--- src/rtl/sktd_pkg.sv ---
`default_nettype none

package sktd_pkg;

	// ****************************************
	// register map (byte addresses)
	// ****************************************
	localparam int unsigned ADDR_W = 8;
	localparam logic [7:0] ADDR_CMD = 8'h00;
	localparam logic [7:0] ADDR_ACC = 8'h04;
	localparam logic [7:0] ADDR_STAT = 8'h08;
	localparam logic [7:0] ADDR_SKCNT = 8'h0C;
	localparam logic [1:0] MEM_PAGE = 2'h1;
	localparam int unsigned MEM_DEPTH = 16;
	localparam int unsigned MEM_AW = 4;

	// ****************************************
	// field layout
	// ****************************************
	localparam int unsigned CMD_OP_LSB = 0;
	localparam int unsigned CMD_BIT_LSB = 4;
	localparam int unsigned CMD_ADR_LSB = 8;
	localparam int unsigned FLG_C = 0;
	localparam int unsigned FLG_AC = 1;
	localparam int unsigned FLG_Z = 2;
	localparam int unsigned FLG_OV = 3;
	localparam int unsigned FLG_SC = 4;
	localparam int unsigned FLG_CZ = 5;
	localparam int unsigned FLG_W = 6;
	localparam int unsigned STAT_BUSY = 8;
	localparam int unsigned STAT_SKIP = 9;
	localparam logic [2:0] OP_LAST = 3'h5;
	localparam logic [1:0] RESP_OKAY = 2'h0;
	localparam logic [1:0] RESP_SLVERR = 2'h2;
	localparam logic [7:0] BYTE_ONE = 8'h01;
	localparam logic [7:0] BYTE_ZERO = 8'h00;

	typedef enum logic [2:0] {
		OP_INC_MEM_SKIP_ZERO,
		OP_INC_TO_ACC_SKIP_ZERO,
		OP_SKIP_IF_BIT_SET,
		OP_SKIP_IF_NONZERO,
		OP_SUBTRACT_TO_ACC,
		OP_SUBTRACT_TO_MEM
	} sktd_op_t;

	typedef enum logic [1:0] {ST_IDLE, ST_EXEC, ST_TAIL} sktd_state_t;

	typedef enum logic [2:0] {K_CMD, K_ACC, K_STAT, K_SKCNT, K_MEM, K_NONE} sktd_kind_t;

endpackage

`default_nettype wire

--- src/rtl/sktd_core.sv ---
// Operation
// - increment-to-memory: byte plus one written back, skip when zero, flags kept
// - increment-to-accumulator: byte plus one into acc, memory kept, skip when zero
// - skip instructions take two cycles; dummy slot inserted when skipping
// - bit test: skip when selected bit is one, nothing else changes
// - nonzero test: byte rewritten unchanged, skip when nonzero, flags kept
// - subtract-to-acc: acc minus byte into acc, memory kept
// - subtract-to-memory: acc minus byte written into that byte
// - subtract carry: zero on borrow, one when result zero or positive
// - subtract updates overflow, zero, aux carry, carry, signed compare, combined zero
`timescale 1ns/1ps
`default_nettype none

module sktd_core
	import sktd_pkg::*;
(
	input  wire logic              aclk,          // core clock, 10 MHz
	input  wire logic              aresetn,       // synchronous reset, low
	input  wire logic [ADDR_W-1:0] s_axi_awaddr,  // write address
	input  wire logic              s_axi_awvalid, // write address valid
	output logic                   s_axi_awready, // write address ready
	input  wire logic [31:0]       s_axi_wdata,   // write data
	input  wire logic [3:0]        s_axi_wstrb,   // write strobes
	input  wire logic              s_axi_wvalid,  // write data valid
	output logic                   s_axi_wready,  // write data ready
	output logic [1:0]             s_axi_bresp,   // write response
	output logic                   s_axi_bvalid,  // write response valid
	input  wire logic              s_axi_bready,  // write response ready
	input  wire logic [ADDR_W-1:0] s_axi_araddr,  // read address
	input  wire logic              s_axi_arvalid, // read address valid
	output logic                   s_axi_arready, // read address ready
	output logic [31:0]            s_axi_rdata,   // read data
	output logic [1:0]             s_axi_rresp,   // read response
	output logic                   s_axi_rvalid,  // read data valid
	input  wire logic              s_axi_rready,  // read data ready
	output logic                   dummy_slot     // high during an inserted dummy cycle
);

	typedef struct packed {
		logic                            awhave;
		logic [ADDR_W-1:0]               awaddr;
		logic                            whave;
		logic [31:0]                     wdata;
		logic [3:0]                      wstrb;
		logic                            awready;
		logic                            wready;
		logic                            bvalid;
		logic [1:0]                      bresp;
		logic                            arready;
		logic                            rvalid;
		logic [1:0]                      rresp;
		logic [31:0]                     rdata;
		sktd_state_t                     state;
		sktd_op_t                        op;
		logic [MEM_AW-1:0]               addr;
		logic [2:0]                      bsel;
		logic                            skip;
		logic                            dummy;
		logic [7:0]                      skcnt;
		logic [7:0]                      acc;
		logic [FLG_W-1:0]                flags;
		logic [MEM_DEPTH-1:0][7:0]       mem;
	} sktd_regs_t;

	sktd_regs_t st_reg;
	sktd_regs_t st_next;

	// ****************************************
	// decode helpers
	// ****************************************
	function automatic sktd_kind_t reg_kind(input logic [ADDR_W-1:0] a);
		if (a[7:6] == MEM_PAGE)
			return K_MEM;
		else if (a == ADDR_CMD)
			return K_CMD;
		else if (a == ADDR_ACC)
			return K_ACC;
		else if (a == ADDR_STAT)
			return K_STAT;
		else if (a == ADDR_SKCNT)
			return K_SKCNT;
		return K_NONE;
	endfunction

	function automatic logic is_skip_op(input sktd_op_t o);
		return (o != OP_SUBTRACT_TO_ACC) && (o != OP_SUBTRACT_TO_MEM);
	endfunction

	function automatic logic [FLG_W-1:0] sub_flags(input logic [7:0] a, input logic [7:0] b);
		logic [8:0]       d;
		logic [4:0]       dl;
		logic [FLG_W-1:0] f;
		d = {1'b0, a} - {1'b0, b};
		dl = {1'b0, a[3:0]} - {1'b0, b[3:0]};
		f = '0;
		f[FLG_C] = ~d[8];
		f[FLG_AC] = ~dl[4];
		f[FLG_Z] = (d[7:0] == BYTE_ZERO);
		f[FLG_OV] = (a[7] ^ b[7]) & (d[7] ^ a[7]);
		f[FLG_SC] = f[FLG_OV] ^ d[7];
		f[FLG_CZ] = f[FLG_Z];
		return f;
	endfunction

	// ****************************************
	// next state
	// ****************************************
	logic [7:0]  opnd;
	logic [7:0]  inc;
	logic [7:0]  diff;
	logic        busy;
	logic [31:0] rd;
	sktd_kind_t  wk;

	always_comb
	begin
		opnd = st_reg.mem[st_reg.addr];
		inc = opnd + BYTE_ONE;
		diff = st_reg.acc - opnd;
		busy = (st_reg.state != ST_IDLE);
		rd = '0;
		wk = reg_kind(st_reg.awaddr);
		st_next = st_reg;
		st_next.dummy = 1'b0;

		unique case (st_reg.state)
			ST_IDLE:
			begin
			end
			ST_EXEC:
			begin
				st_next.skip = 1'b0;
				unique case (st_reg.op)
					OP_INC_MEM_SKIP_ZERO:
					begin
						st_next.mem[st_reg.addr] = inc;
						st_next.skip = (inc == BYTE_ZERO);
					end
					OP_INC_TO_ACC_SKIP_ZERO:
					begin
						st_next.acc = inc;
						st_next.skip = (inc == BYTE_ZERO);
					end
					OP_SKIP_IF_BIT_SET:
						st_next.skip = opnd[st_reg.bsel];
					OP_SKIP_IF_NONZERO:
					begin
						st_next.mem[st_reg.addr] = opnd;
						st_next.skip = (opnd != BYTE_ZERO);
					end
					OP_SUBTRACT_TO_ACC:
					begin
						st_next.acc = diff;
						st_next.flags = sub_flags(st_reg.acc, opnd);
					end
					OP_SUBTRACT_TO_MEM:
					begin
						st_next.mem[st_reg.addr] = diff;
						st_next.flags = sub_flags(st_reg.acc, opnd);
					end
				endcase
				// skip class always spends a second cycle; it is the dummy slot if skipping
				st_next.state = is_skip_op(st_reg.op) ? ST_TAIL : ST_IDLE;
				st_next.dummy = is_skip_op(st_reg.op) & st_next.skip;
				if (is_skip_op(st_reg.op) && st_next.skip)
					st_next.skcnt = st_reg.skcnt + BYTE_ONE;
			end
			ST_TAIL:
				st_next.state = ST_IDLE;
		endcase

		// ****************************************
		// axi write channel
		// ****************************************
		if (st_reg.awready && s_axi_awvalid)
		begin
			st_next.awhave = 1'b1;
			st_next.awaddr = s_axi_awaddr;
		end
		if (st_reg.wready && s_axi_wvalid)
		begin
			st_next.whave = 1'b1;
			st_next.wdata = s_axi_wdata;
			st_next.wstrb = s_axi_wstrb;
		end
		if (st_reg.bvalid && s_axi_bready)
			st_next.bvalid = 1'b0;
		if (st_reg.awhave && st_reg.whave && !st_reg.bvalid)
		begin
			st_next.awhave = 1'b0;
			st_next.whave = 1'b0;
			st_next.bvalid = 1'b1;
			st_next.bresp = (wk == K_NONE) ? RESP_SLVERR : RESP_OKAY;
			// writes during execution are dropped so operands cannot change mid-instruction
			if (st_reg.wstrb[0] && !busy)
			begin
				unique case (wk)
					K_CMD:
						if (st_reg.wdata[CMD_OP_LSB +: 3] <= OP_LAST)
						begin
							st_next.op = sktd_op_t'(st_reg.wdata[CMD_OP_LSB +: 3]);
							st_next.bsel = st_reg.wdata[CMD_BIT_LSB +: 3];
							st_next.addr = st_reg.wdata[CMD_ADR_LSB +: MEM_AW];
							st_next.state = ST_EXEC;
						end
					K_ACC:
						st_next.acc = st_reg.wdata[7:0];
					K_STAT:
						st_next.flags = st_reg.wdata[FLG_W-1:0];
					K_MEM:
						st_next.mem[st_reg.awaddr[MEM_AW+1:2]] = st_reg.wdata[7:0];
					default:
					begin
					end
				endcase
			end
		end

		// ****************************************
		// axi read channel
		// ****************************************
		if (st_reg.rvalid && s_axi_rready)
			st_next.rvalid = 1'b0;
		if (st_reg.arready && s_axi_arvalid)
		begin
			unique case (reg_kind(s_axi_araddr))
				K_CMD:
				begin
					rd[CMD_OP_LSB +: 3] = st_reg.op;
					rd[CMD_BIT_LSB +: 3] = st_reg.bsel;
					rd[CMD_ADR_LSB +: MEM_AW] = st_reg.addr;
				end
				K_ACC:
					rd[7:0] = st_reg.acc;
				K_STAT:
				begin
					rd[FLG_W-1:0] = st_reg.flags;
					rd[STAT_BUSY] = busy;
					rd[STAT_SKIP] = st_reg.skip;
				end
				K_SKCNT:
					rd[7:0] = st_reg.skcnt;
				K_MEM:
					rd[7:0] = st_reg.mem[s_axi_araddr[MEM_AW+1:2]];
				default:
				begin
				end
			endcase
			st_next.rvalid = 1'b1;
			st_next.rdata = rd;
			st_next.rresp = (reg_kind(s_axi_araddr) == K_NONE) ? RESP_SLVERR : RESP_OKAY;
		end

		st_next.awready = !st_next.awhave && !st_next.bvalid;
		st_next.wready = !st_next.whave && !st_next.bvalid;
		st_next.arready = !st_next.rvalid;
	end

	always_ff @(posedge aclk)
	begin
		if (!aresetn)
			st_reg <= '0;
		else
			st_reg <= st_next;
	end

	assign s_axi_awready = st_reg.awready;
	assign s_axi_wready = st_reg.wready;
	assign s_axi_bvalid = st_reg.bvalid;
	assign s_axi_bresp = st_reg.bresp;
	assign s_axi_arready = st_reg.arready;
	assign s_axi_rvalid = st_reg.rvalid;
	assign s_axi_rresp = st_reg.rresp;
	assign s_axi_rdata = st_reg.rdata;
	assign dummy_slot = st_reg.dummy;

	logic ex;
	assign ex = (st_reg.state == ST_EXEC);
endmodule

`default_nettype wire

--- config.mk ---
export PLATFORM = sky130hd
export DESIGN_NAME = sktd_core
export DESIGN_NICKNAME = d
export VERILOG_FILES = /design/src/rtl/sktd_pkg.sv /design/src/rtl/sktd_core.sv
export SDC_FILE = /design/constraint.sdc
export NUM_CORES = 1
export LEC_CHECK = 0
export BUFFER_PORTS_ARGS = -buffer_cell sky130_fd_sc_hd__buf_2
export CORE_MARGIN = 1
export CORE_UTILIZATION = 40
export DETAILED_ROUTE_END_ITERATION = 16
export GPL_TIMING_DRIVEN = 0
export REMOVE_ABC_BUFFERS = 1
export SYNTH_ARGS = -nofsm -noshare
export SYNTH_HDL_FRONTEND = slang
export SYNTH_SLANG_ARGS = --single-unit
--- constraint.sdc ---
create_clock -name aclk -period 5.85 [get_ports aclk]
set_input_delay 0 -clock aclk [delete_from_list [all_inputs] [get_ports aclk]]
set_output_delay 0 -clock aclk [all_outputs]
set_load 0.1 [all_outputs]
== Yosys cells after proc, flatten, opt, wreduce, memory -nomap -nowiden ==
Cells that the tools add are included.

* $add $sub $neg: 5
* Bitwise gates (word level): 7
* Reduce and logical (&&, ||, !) cells: 34
* $lt $le $gt $ge: 7
* Equality and inequality tests: 26
* Mux-type cells: 72

{| class="wikitable"
|+ Operators by type and width
! cell !! count
|-
| 128-bit bitwise mux || 4
|-
| 142-bit two-way mux || 3
|-
| 128-bit case mux with 3 select lines || 1
|-
| 128-bit two-way mux || 1
|-
| 8-bit binary-select mux with 4-bit select || 2
|-
| 8-bit demux with 4-bit select || 2
|-
| 12-bit two-way mux || 4
|-
| 3-bit two-way mux || 14
|-
| 8-bit two-way mux || 5
|-
| 37-bit two-way mux || 1
|-
| 35-bit two-way mux || 1
|-
| 8-bit by 4-bit equality test with 1-bit output, second input constant || 4
|-
| 8-bit logical NOT || 4
|-
| 3-bit equality test, second input constant || 6
|-
| 1-bit two-way mux || 17
|-
| 8-bit by 1-bit adder with 8-bit output, second input constant || 2
|-
| 8-bit by 3-bit equality test with 1-bit output, second input constant || 2
|-
| 8-bit case mux with 2 select lines || 1
|-
| 3-bit by 2-bit equality test with 1-bit output, second input constant || 5
|-
| 4-bit by 5-bit < comparator with 1-bit output, second input constant || 3
|-
| 3-bit case mux with 5 select lines || 1
|-
| 1-bit logical AND || 14
|-
| 6-bit two-way mux || 2
|-
| 2-bit case mux with 5 select lines || 1
|-
| 26 further kinds || 51
|}

* Bits in registers: 231
* Logic and storage cells: 189

== Longest topological paths before layout ==
Gate-level depths: netlist of the first run.

* Depth after elaboration: 13
* Mapped depth: 24
* Mapped depth without buffers: 19

== Worst setup path before layout of the first run ==
OpenSTA, ideal clock, no wires.

* Path type: register to register
* From: reg st_reg[156] (netlist bit)
* To: reg st_reg[130] (netlist bit)
* Path slack: 1372 ps
* Data arrival time: 4413 ps
* Period minus slack after synthesis: 4478 ps
* Stages on the path, launching flop included: 21
* Cell sequence: dfxtp_1 > buf_6 > buf_12 > mux4_2 > mux2_2 > a21oi_1 > ha_1 > nor2b_1 > o21ai_0 > a21oi_1 > o21a_1 > o21ai_0 > nand2b_1 > a21oi_1 > fa_1 > clkbuf_1 > nand3_1 > or4_1 > o41ai_1 > a21oi_1 > nor2_1

* Cells in the longest elaborated chain, start to end: 9

{| class="wikitable"
|+ RTL lines
! item !! line !! RTL
|-
| start, declared || sktd_core.sv:65 || <nowiki>sktd_regs_t st_reg;</nowiki>
|-
| start signal, assigned || sktd_core.sv:264 || <nowiki>st_reg <= st_next;</nowiki>
|-
| 8-bit binary-select mux with 4-bit select (*) || sktd_core.sv:117 || <nowiki>opnd = st_reg.mem[st_reg.addr];</nowiki>
|-
| 8-bit two-way mux (implied by the code) (*) || sktd_core.sv:117 ||
|-
| 8-bit by 8-bit subtractor with 9-bit output (*) || sktd_core.sv:93 || <nowiki>d = {1'b0, a} - {1'b0, b};</nowiki>
|-
| 8-bit logical NOT (*) || sktd_core.sv:98 || <nowiki>f[FLG_Z] = (d[7:0] == BYTE_ZERO);</nowiki>
|-
| 6-bit two-way mux (*) || n/a ||
|-
| 142-bit two-way mux (*) || sktd_core.sv:126 || <nowiki>unique case (st_reg.state)</nowiki>
|-
| 6-bit two-way mux || sktd_core.sv:197 || <nowiki>unique case (wk)</nowiki>
|-
| 142-bit two-way mux || sktd_core.sv:195 || <nowiki>if (st_reg.wstrb[0] && !busy)</nowiki>
|-
| 142-bit two-way mux (*) || sktd_core.sv:188 || <nowiki>if (st_reg.awhave && st_reg.whave && !st_reg.bvalid)</nowiki>
|}

Mark *: on every way between the ends. The rest lies on a longest branch, timed or not. The select of a mux whose other input is x is not followed.
A chain may end at the register's enable or synchronous reset.

== Worst setup path in the final report of the first run ==
* From: reg st_reg[156] (netlist bit)
* To: reg st_reg[69] (netlist bit)

* Cells in the longest elaborated chain, start to end: 11
* Elaborated cells on any way between the ends: 18

{| class="wikitable"
|+ RTL lines
! item !! line !! RTL
|-
| branches (longest 5 deep; another with 8-bit subtractor) || n/a ||
|-
| 128-bit case mux with 3 select lines (*) || sktd_core.sv:133 || <nowiki>unique case (st_reg.op)</nowiki>
|-
| 142-bit two-way mux (*) || sktd_core.sv:126 ||
|-
| 128-bit bitwise mux || sktd_core.sv:211 || <nowiki>st_next.mem[st_reg.awaddr[MEM_AW+1:2]] = st_reg.wdata[7:0];</nowiki>
|-
| 128-bit two-way mux || sktd_core.sv:197 ||
|-
| 142-bit two-way mux || sktd_core.sv:195 ||
|-
| 142-bit two-way mux (*) || sktd_core.sv:188 ||
|}

Every way passes the cells marked *. The select of a mux whose other input is x is not followed.

==> results of run 1 <==
-- layer usage --
metal  GRT usage (%)  part of all wire [%]
met1            40.3                    41
met2            44.1                    43
met3            6.38                    11
met4            12.9                   4.6
met5               0                 0.069
-- cell families after synthesis --
kind of cell,after synthesis,synth area share (%)
and+or+nand+nor,545,17.8
other,1,0.0272
muxes,120,15.3
xor gates and xnor gates,9,0.572
adders and majority gates,18,1.74
buffers and inverters,178,6.31
DFF,206,29.9
AOI/OAI and AO/OA,575,28.4
-- worst max path at each step --
stage	start	to	cells past startpoint
2_1_floorplan	st_reg[156]$_SDFFE_PN0P_	st_reg[130]$_SDFF_PN0_	17
3_3_place_gp	st_reg[159]$_SDFFE_PN0P_	st_reg[76]$_SDFF_PN0_	6
3_5_place_dp	st_reg[158]$_SDFFE_PN0P_	st_reg[133]$_SDFF_PN0_	16
4_1_cts	st_reg[155]$_SDFFE_PN0P_	st_reg[133]$_SDFF_PN0_	19
5_1_grt	st_reg[156]$_SDFFE_PN0P_	st_reg[133]$_SDFF_PN0_	18
6_report	st_reg[156]$_SDFFE_PN0P_	st_reg[69]$_SDFF_PN0_	14
-- synth_stat cells, types with 11 or more instances --
master      n  area share [%]
a211oi_1   34             1.9
nor2_1    142             3.9
buf_1      11            0.30
mux2i_1    43             3.1
nor4_1     21            0.95
a21boi_0  112             6.1
o211a_1    25             1.8
ha_1       16             1.5
a21oi_1   145             5.3
clkbuf_1   98             2.7
nand3_1    28             1.0
o221ai_1   68             4.3
nor3_1     37             1.3
dfxtp_1   206              30
buf_4      37             2.0
nor2b_1    42             1.9
nand2_1   217             5.9
inv_1      16            0.44
o211ai_1   38             2.1
o21ai_0    87             3.2
mux4_2     66              11
nand2b_1   18            0.82
-- per-stage QoR --
| step | utilization (%) | instances | hold slack [ns] | area (sq um) |
|---|---|---|---|---|
| 2_1_floorplan | - | 1515 | 0.118 | 13100 |
| 3_3_place_gp | 41.2 | 2018 | 0.257 | 13900 |
| 3_5_place_dp | 42.3 | 2034 | 0.261 | 14300 |
| 4_1_cts | 45.9 | 2115 | 0.0000310 | 15500 |
| 5_1_grt | 46.0 | 2117 | 0.0238 | 15500 |
| 6_report | 46.0 | 2117 | 0.0123 | 15500 |
-- worst reg2reg max path, delay by kind of cell (launching register included) --
kind | cells | cell delay (ns)
AO/OA/AOI/OAI | 7 | 2.00
AND/OR/NAND/NOR | 3 | 1.10
multiplexers | 2 | 0.92
flip-flops | 1 | 0.38
adder cells (fa/ha/maj) | 1 | 0.34
buffers and inverters | 1 | 0.31
-- cell type report --
class / instances / area [sq um]
Clock inverter: 9 / 126
Timing Repair Buffer: 109 / 928
Sequential cell: 206 / 4130
Tap cell: 448 / 561
Multi-Input combinational cell: 1289 / 8940
Fill cell: 3312 / 18200
Inverter: 20 / 75.1
Clock buffer: 36 / 739
-- power groups by stage --
stage | Sequential (uW) | Combinational, uW | Clock, uW
after detailed placement | 1490 | 282 | 0
after global routing | 1460 | 323 | 1730
after floorplan | 1520 | 150 | 0
after global placement | 1490 | 280 | 0
after CTS | 1450 | 301 | 1670
final | 1460 | 306 | 1650
-- what timing repair did --
item | in CTS | in global routing
hold buffers | 36 | 0
buffers inserted | 0 | 2
pin swaps | 0 | 1
setup endpoints to repair | 2 | 2
gates resized for setup | 2 | 1
endpoints found under the hold margin | 28 | 0
==> metrics.yaml, run 1 <==
run_status: "complete, no violations"
final_common_cell: "nand2_1"
rr_endpoint: "st_reg[69]$_SDFF_PN0_"
largest_reg_flops: 186
synth_edf_count: 0
antenna_left: 0
die_area_sq_um: 35200
antenna_cells: 0
drive_gt1_share_pct: 12.6
hpwl_um: 35700
setup_tns_ns: 0
seq_power_share_pct: 42.7
clock_sinks: 206
synth.avg_cell_area_sq_um: 8.34
ys_types: 70
path_clk_slew_ns: 0.06
drt_pre_antenna_iters: 6
hold_end: "st_reg[6]$_SDFF_PN0_"
cp_max_fo: 53
slew_viol_final: 0
root_buffer: "clkbuf_16"
r2r_slack_ns: 0.67
cp_slowest_stage_delay_ns: 0.65
chipWidth_um: 188
path_cells: "buf_16 > mux4_2 > mux2_2 > a21oi_1 > ha_1 > nor2b_1 > o21ai_0 > a21oi_1 > o21a_1 > or3_1 > a31oi_1 > nand2_1 > o221ai_1 > a21boi_0"
io_pins: 101
clockBufferDepth: 3
rsz0062_at_grt: "no"
hold_viol: 0
dp_slack_ns: -0.256
leakagePower_uw: 0.00531
grt_first_pass_wirelength_um: 80000
worstPathRequired_ns: 6.25
crit_type: "reg -> reg"
slew_headroom_pct: 5.43
nets: 1729
switching_share_pct: 26.2
place_congestion: 0.973
crit_path_start_kind: "flip-flop"
r2r-start: "st_reg[156]$_SDFFE_PN0P_"
vias: 13800
grt_overflow: 0
numCtsBuffers: 26
arrival_ns: 5.58
async_flop_share_pct: 0
area_growth_pct: 12.6
power_density_nw_per_um2: 220
htree_num_levels: 1
switchingPower_uw: 894
syn-cell-area_sq_um: 13800
die_y_um: 188
critPathTopFamily: "compound AO/OA/AOI/OAI gates"
power_frac_comb_pct: 9.0
worst_slack_ns: 0.670
wirelength_um: 52300
internal-power_uw: 2520
core-area_sq_um: 33700
skew_ns: 0.0198
critPathCaptureType: "flip-flop"
grtUsageTotal_pct: 29.3
setup_viol: 0
r2r_cells: 14
grt_start_max_net_pins: 115
fmax_ghz: 0.193
yosysWarnings: 0
tightest_slew_ns: 1.42
yosys_most_used_dff: "dfxtp_1"
hold_path.class: "in -> reg"
cts_tree: "built"
drtIter0Drc: 1764
synth-seq-cells: 206
grt_pass1_vias: 12900
clock_power_share_pct: 48.4
row_count: 67
drc_errors: 0
cp.buffers_inverters: 1
vdd_drop_max_mv: 0.211
yosysSeqAreaShare_pct: 29.9
drv_cap: 0
vias_per_cell: 6.51
route.detailed.wl_per_inst_um: 24.7
slowest_stage: "nand2_1"
hold_start: "aresetn"
hold_path_depth: 2
post-route-min-period_ns: 5.18
layout_common_cells: "217 x nand2_1, 202 x dfxtp_1, 145 x a21oi_1, 140 x nor2_1, 112 x a21boi_0"
initial_core_util_pct: 40.9
insertion_delay_ns: 0.55
fin_crit_sh_pct: 88.5
power_uw: 3410
portBuffers: 55
antenna_found_initial: 1
worst_path_most_repeated_cell: "a21oi_1"
synthCells: 1652
Note: power is estimated with default switching activity, not from simulation.
==> run 2, diff against run 1 <==
ABC_AREA = 1   (was not set)
==> run 2 against run 1 <==
Routed wire length grew 22%. Critical path depth up 7. First-iteration DRC count up 38%. Highest routed layer is now met4. Maximum frequency decreased by 9.9%. Cell count increased by 35%. Count of clock-buffer cells in the layout fell by 2. Register-to-register slack worse by 0.57 ns. Worst setup slack got worse by 0.57 ns. Global-route usage rose by 3.6 points. Final area rose by 4.9%. Critical path type unchanged. The flow now finishes with violations (DRC, capacitance limit). Clock skew about the same. Power rose by 3.8%.
==> metrics.yaml, run 2 <==
dp_slack_ns: 0.384
htree_num_levels: 1
synth.most_common_cell: "nand2_1"
crit_path_start_kind: "flip-flop"
grt_pass1_vias: 16400
row_count: 69
vdd_drop_max_mv: 0.217
core-area_sq_um: 35800
route.detailed.wl_per_inst_um: 22.4
place_congestion: 0.988
arrival_ns: 6.23
post-cts-setup-buffers: 0
synth_area_leaders: "dfxtp_1 28%, nand2_1 13%, a21oi_1 12%"
multi_input_area_sq_um: 8980
async_flop_share_pct: 0
fmax_ghz: 0.174
leakagePower_uw: 0.00612
drive_gt1_share_pct: 7.36
yosysSeqAreaShare_pct: 28.1
antenna_found_initial: 1
drt_pre_antenna_iters: 14
grt_overflow: 0
antenna_cells: 0
layout_common_cells: "518 x nand2_1, 339 x a21oi_1, 332 x o21ai_0, 204 x dfxtp_1, 195 x nor2_1"
tightest_slew_ns: 1.50
portBuffers: 55
worstPathRequired_ns: 6.33
rsz0062_at_grt: "no"
skew_ns: 0.0199
ys_types: 47
gr-usage-met3_pct: 4.88
io_pins: 101
hold_ws_ns: 0.0340
grt-busiest-layer: "met2"
vias_per_cell: 6.15
fillers: 3800
met1_usage_pct: 43.5
r2r_slack_ns: 0.10
area_growth_pct: 10.8
synthCells: 2391
grtUsageTotal_pct: 32.9
power_density_nw_per_um2: 218
setup_viol: 0
grt_first_pass_wirelength_um: 96100
final_common_cell: "nand2_1"
insertion_delay_ns: 0.56
syn-cell-area_sq_um: 14700
slew_viol_final: 0
use_met2_pct: 51.0
yosys_most_used_dff: "dfxtp_1"
cp_max_fo: 30
die_y_um: 194
die_area_sq_um: 37500
initial_core_util_pct: 41.0
wirelength_um: 63700
run_status: "finished with violations"
finalInstanceArea_sq_um: 16300
clockBufferDepth: 3
crit_type: "reg -> reg"
nets: 2449
grt_start_max_net_pins: 84
drtIter0Drc: 2427
synth_edf_count: 0
critPathCaptureType: "flip-flop"
hold_viol: 0
chipWidth_um: 194
postCtsResizedCells: 0
path_clk_slew_ns: 0.06
clock_sinks: 206
yosysWarnings: 0
drc_errors: 1
root_buffer: "clkbuf_16"
dpl-instance-area_sq_um: 15000
netlist_top_cells_count: "518 x nand2_1, 341 x a21oi_1, 332 x o21ai_0, 206 x dfxtp_1, 197 x nor2_1"
setup_tns_ns: 0
worst_slack_ns: 0.101
post-route-min-period_ns: 5.75
synth_top_area_share_pct: 28.1
fin_crit_sh_pct: 98.3
seq_area_sq_um: 4130
antenna_left: 0
numCtsBuffers: 26
synth-seq-cells: 206
hold_path.class: "in -> reg"
synth.avg_cell_area_sq_um: 6.14
cts_tree: "built"
slew_headroom_pct: 0.0623
drv_cap: 1
hpwl_um: 40600
yosys.area.top_type: "dfxtp_1"
violations: "DRC, capacitance limit"
largest_reg_flops: 186
vias: 17500
==> run 2: cell types whose count changed in the layout (fill, tap and decap cells not counted), sizes merged, moves of 42 or more <==
cell    before  now
nor2b       42    0
mux2i       43    0
a21oi      145  342
nor2       143  220
o21ai       93  363
nand3       28  135
inv         17  189
a21boi     114    0
nand2      217  535
o221ai      68   17
mux4        70    0
==> run 2: worst max-delay path, cell delays in order, from the launching register on <==
cell and delay (ns):
dfxtp_2 0.37, buf_12 0.19, inv_2 0.73, nor2_2 0.33, a21oi_1 0.24, nand2_1 0.08, nand2_1 0.07, nand2_2 0.09
inv_2 0.06, nand2_2 0.11, ha_1 0.21, o21ai_0 0.30, a21oi_1 0.13, o21bai_1 0.23, nand2_1 0.07, nand2_1 0.07
a21oi_1 0.10, fa_1 1.30, nand4_1 0.17, nor4_1 0.34, nand3_1 0.24, a31oi_1 0.19
==> run 2: layout make-up <==
type | instances | share of cell area, %
clock buffer | 34 | 4.31
clock inverter | 13 | 1.18
inverter | 203 | 4.73
multi-input combinational | 1828 | 55.2
sequential | 206 | 25.4
tap | 461 | 3.55
timing repair buffer | 107 | 5.59
==> run 2: path summary, 6_finish.rpt <==
| path | start | cells past startpoint | endpoint |
|---|---|---|---|
| max | st_reg[156]$_SDFFE_PN0P_ | 21 | st_reg[130]$_SDFF_PN0_ |
| max reg2reg | st_reg[156]$_SDFFE_PN0P_ | 21 | st_reg[130]$_SDFF_PN0_ |
| min reg2reg | s_axi_rdata[5]$_SDFFE_PN0P_ | 2 | s_axi_rdata[5]$_SDFFE_PN0P_ |
| min | s_axi_awvalid | 4 | st_reg[242]$_SDFFE_PN0P_ |
==> run 2: kinds of logic (layout without fill, tap and decap cells) <==
group	after synthesis	in the layout	share of synthesized area [%]
XOR/XNOR	10	10	0.597
adder cells (fa/ha/maj)	18	18	1.64
AO/OA/AOI/OAI	856	856	31.8
flip-flops	206	206	28.1
AND/OR/NAND/NOR	922	922	26.3
buffers and inverters	378	357	11.6
other	1	22	0.0256
==> run 2: power breakdown <==
part / switching, uW / internal (uW)
combinational: 265 / 82.6
sequential: 48.0 / 1420
clock: 702 / 1020
total: 1010 / 2530
==> run 2: repair_timing <==
item | CTS | global route
endpoints found under the hold margin | 99 | 0
hold buffers | 40 | 0
endpoints found under the setup margin | 0 | 0
==> run 2: per-layer routing <==
metal / up-vias / part of all wire, %
met5: - / 0
met4: 0 / 6.0
met3: 262 / 11
met2: 1124 / 43
met1: 8113 / 40
li1: 8044 / -
==> run 2: stage by stage <==
stage / cells / power, uW / utilization [%]
3_5_place_dp: 2765 / 1810 / 41.8
4_1_cts: 2852 / 3530 / 45.4
3_3_place_gp: 2753 / 1810 / 41.0
5_1_grt: 2852 / 3620 / 45.4
2_1_floorplan: 2237 / 1680 / -
6_report: 2852 / 3540 / 45.4
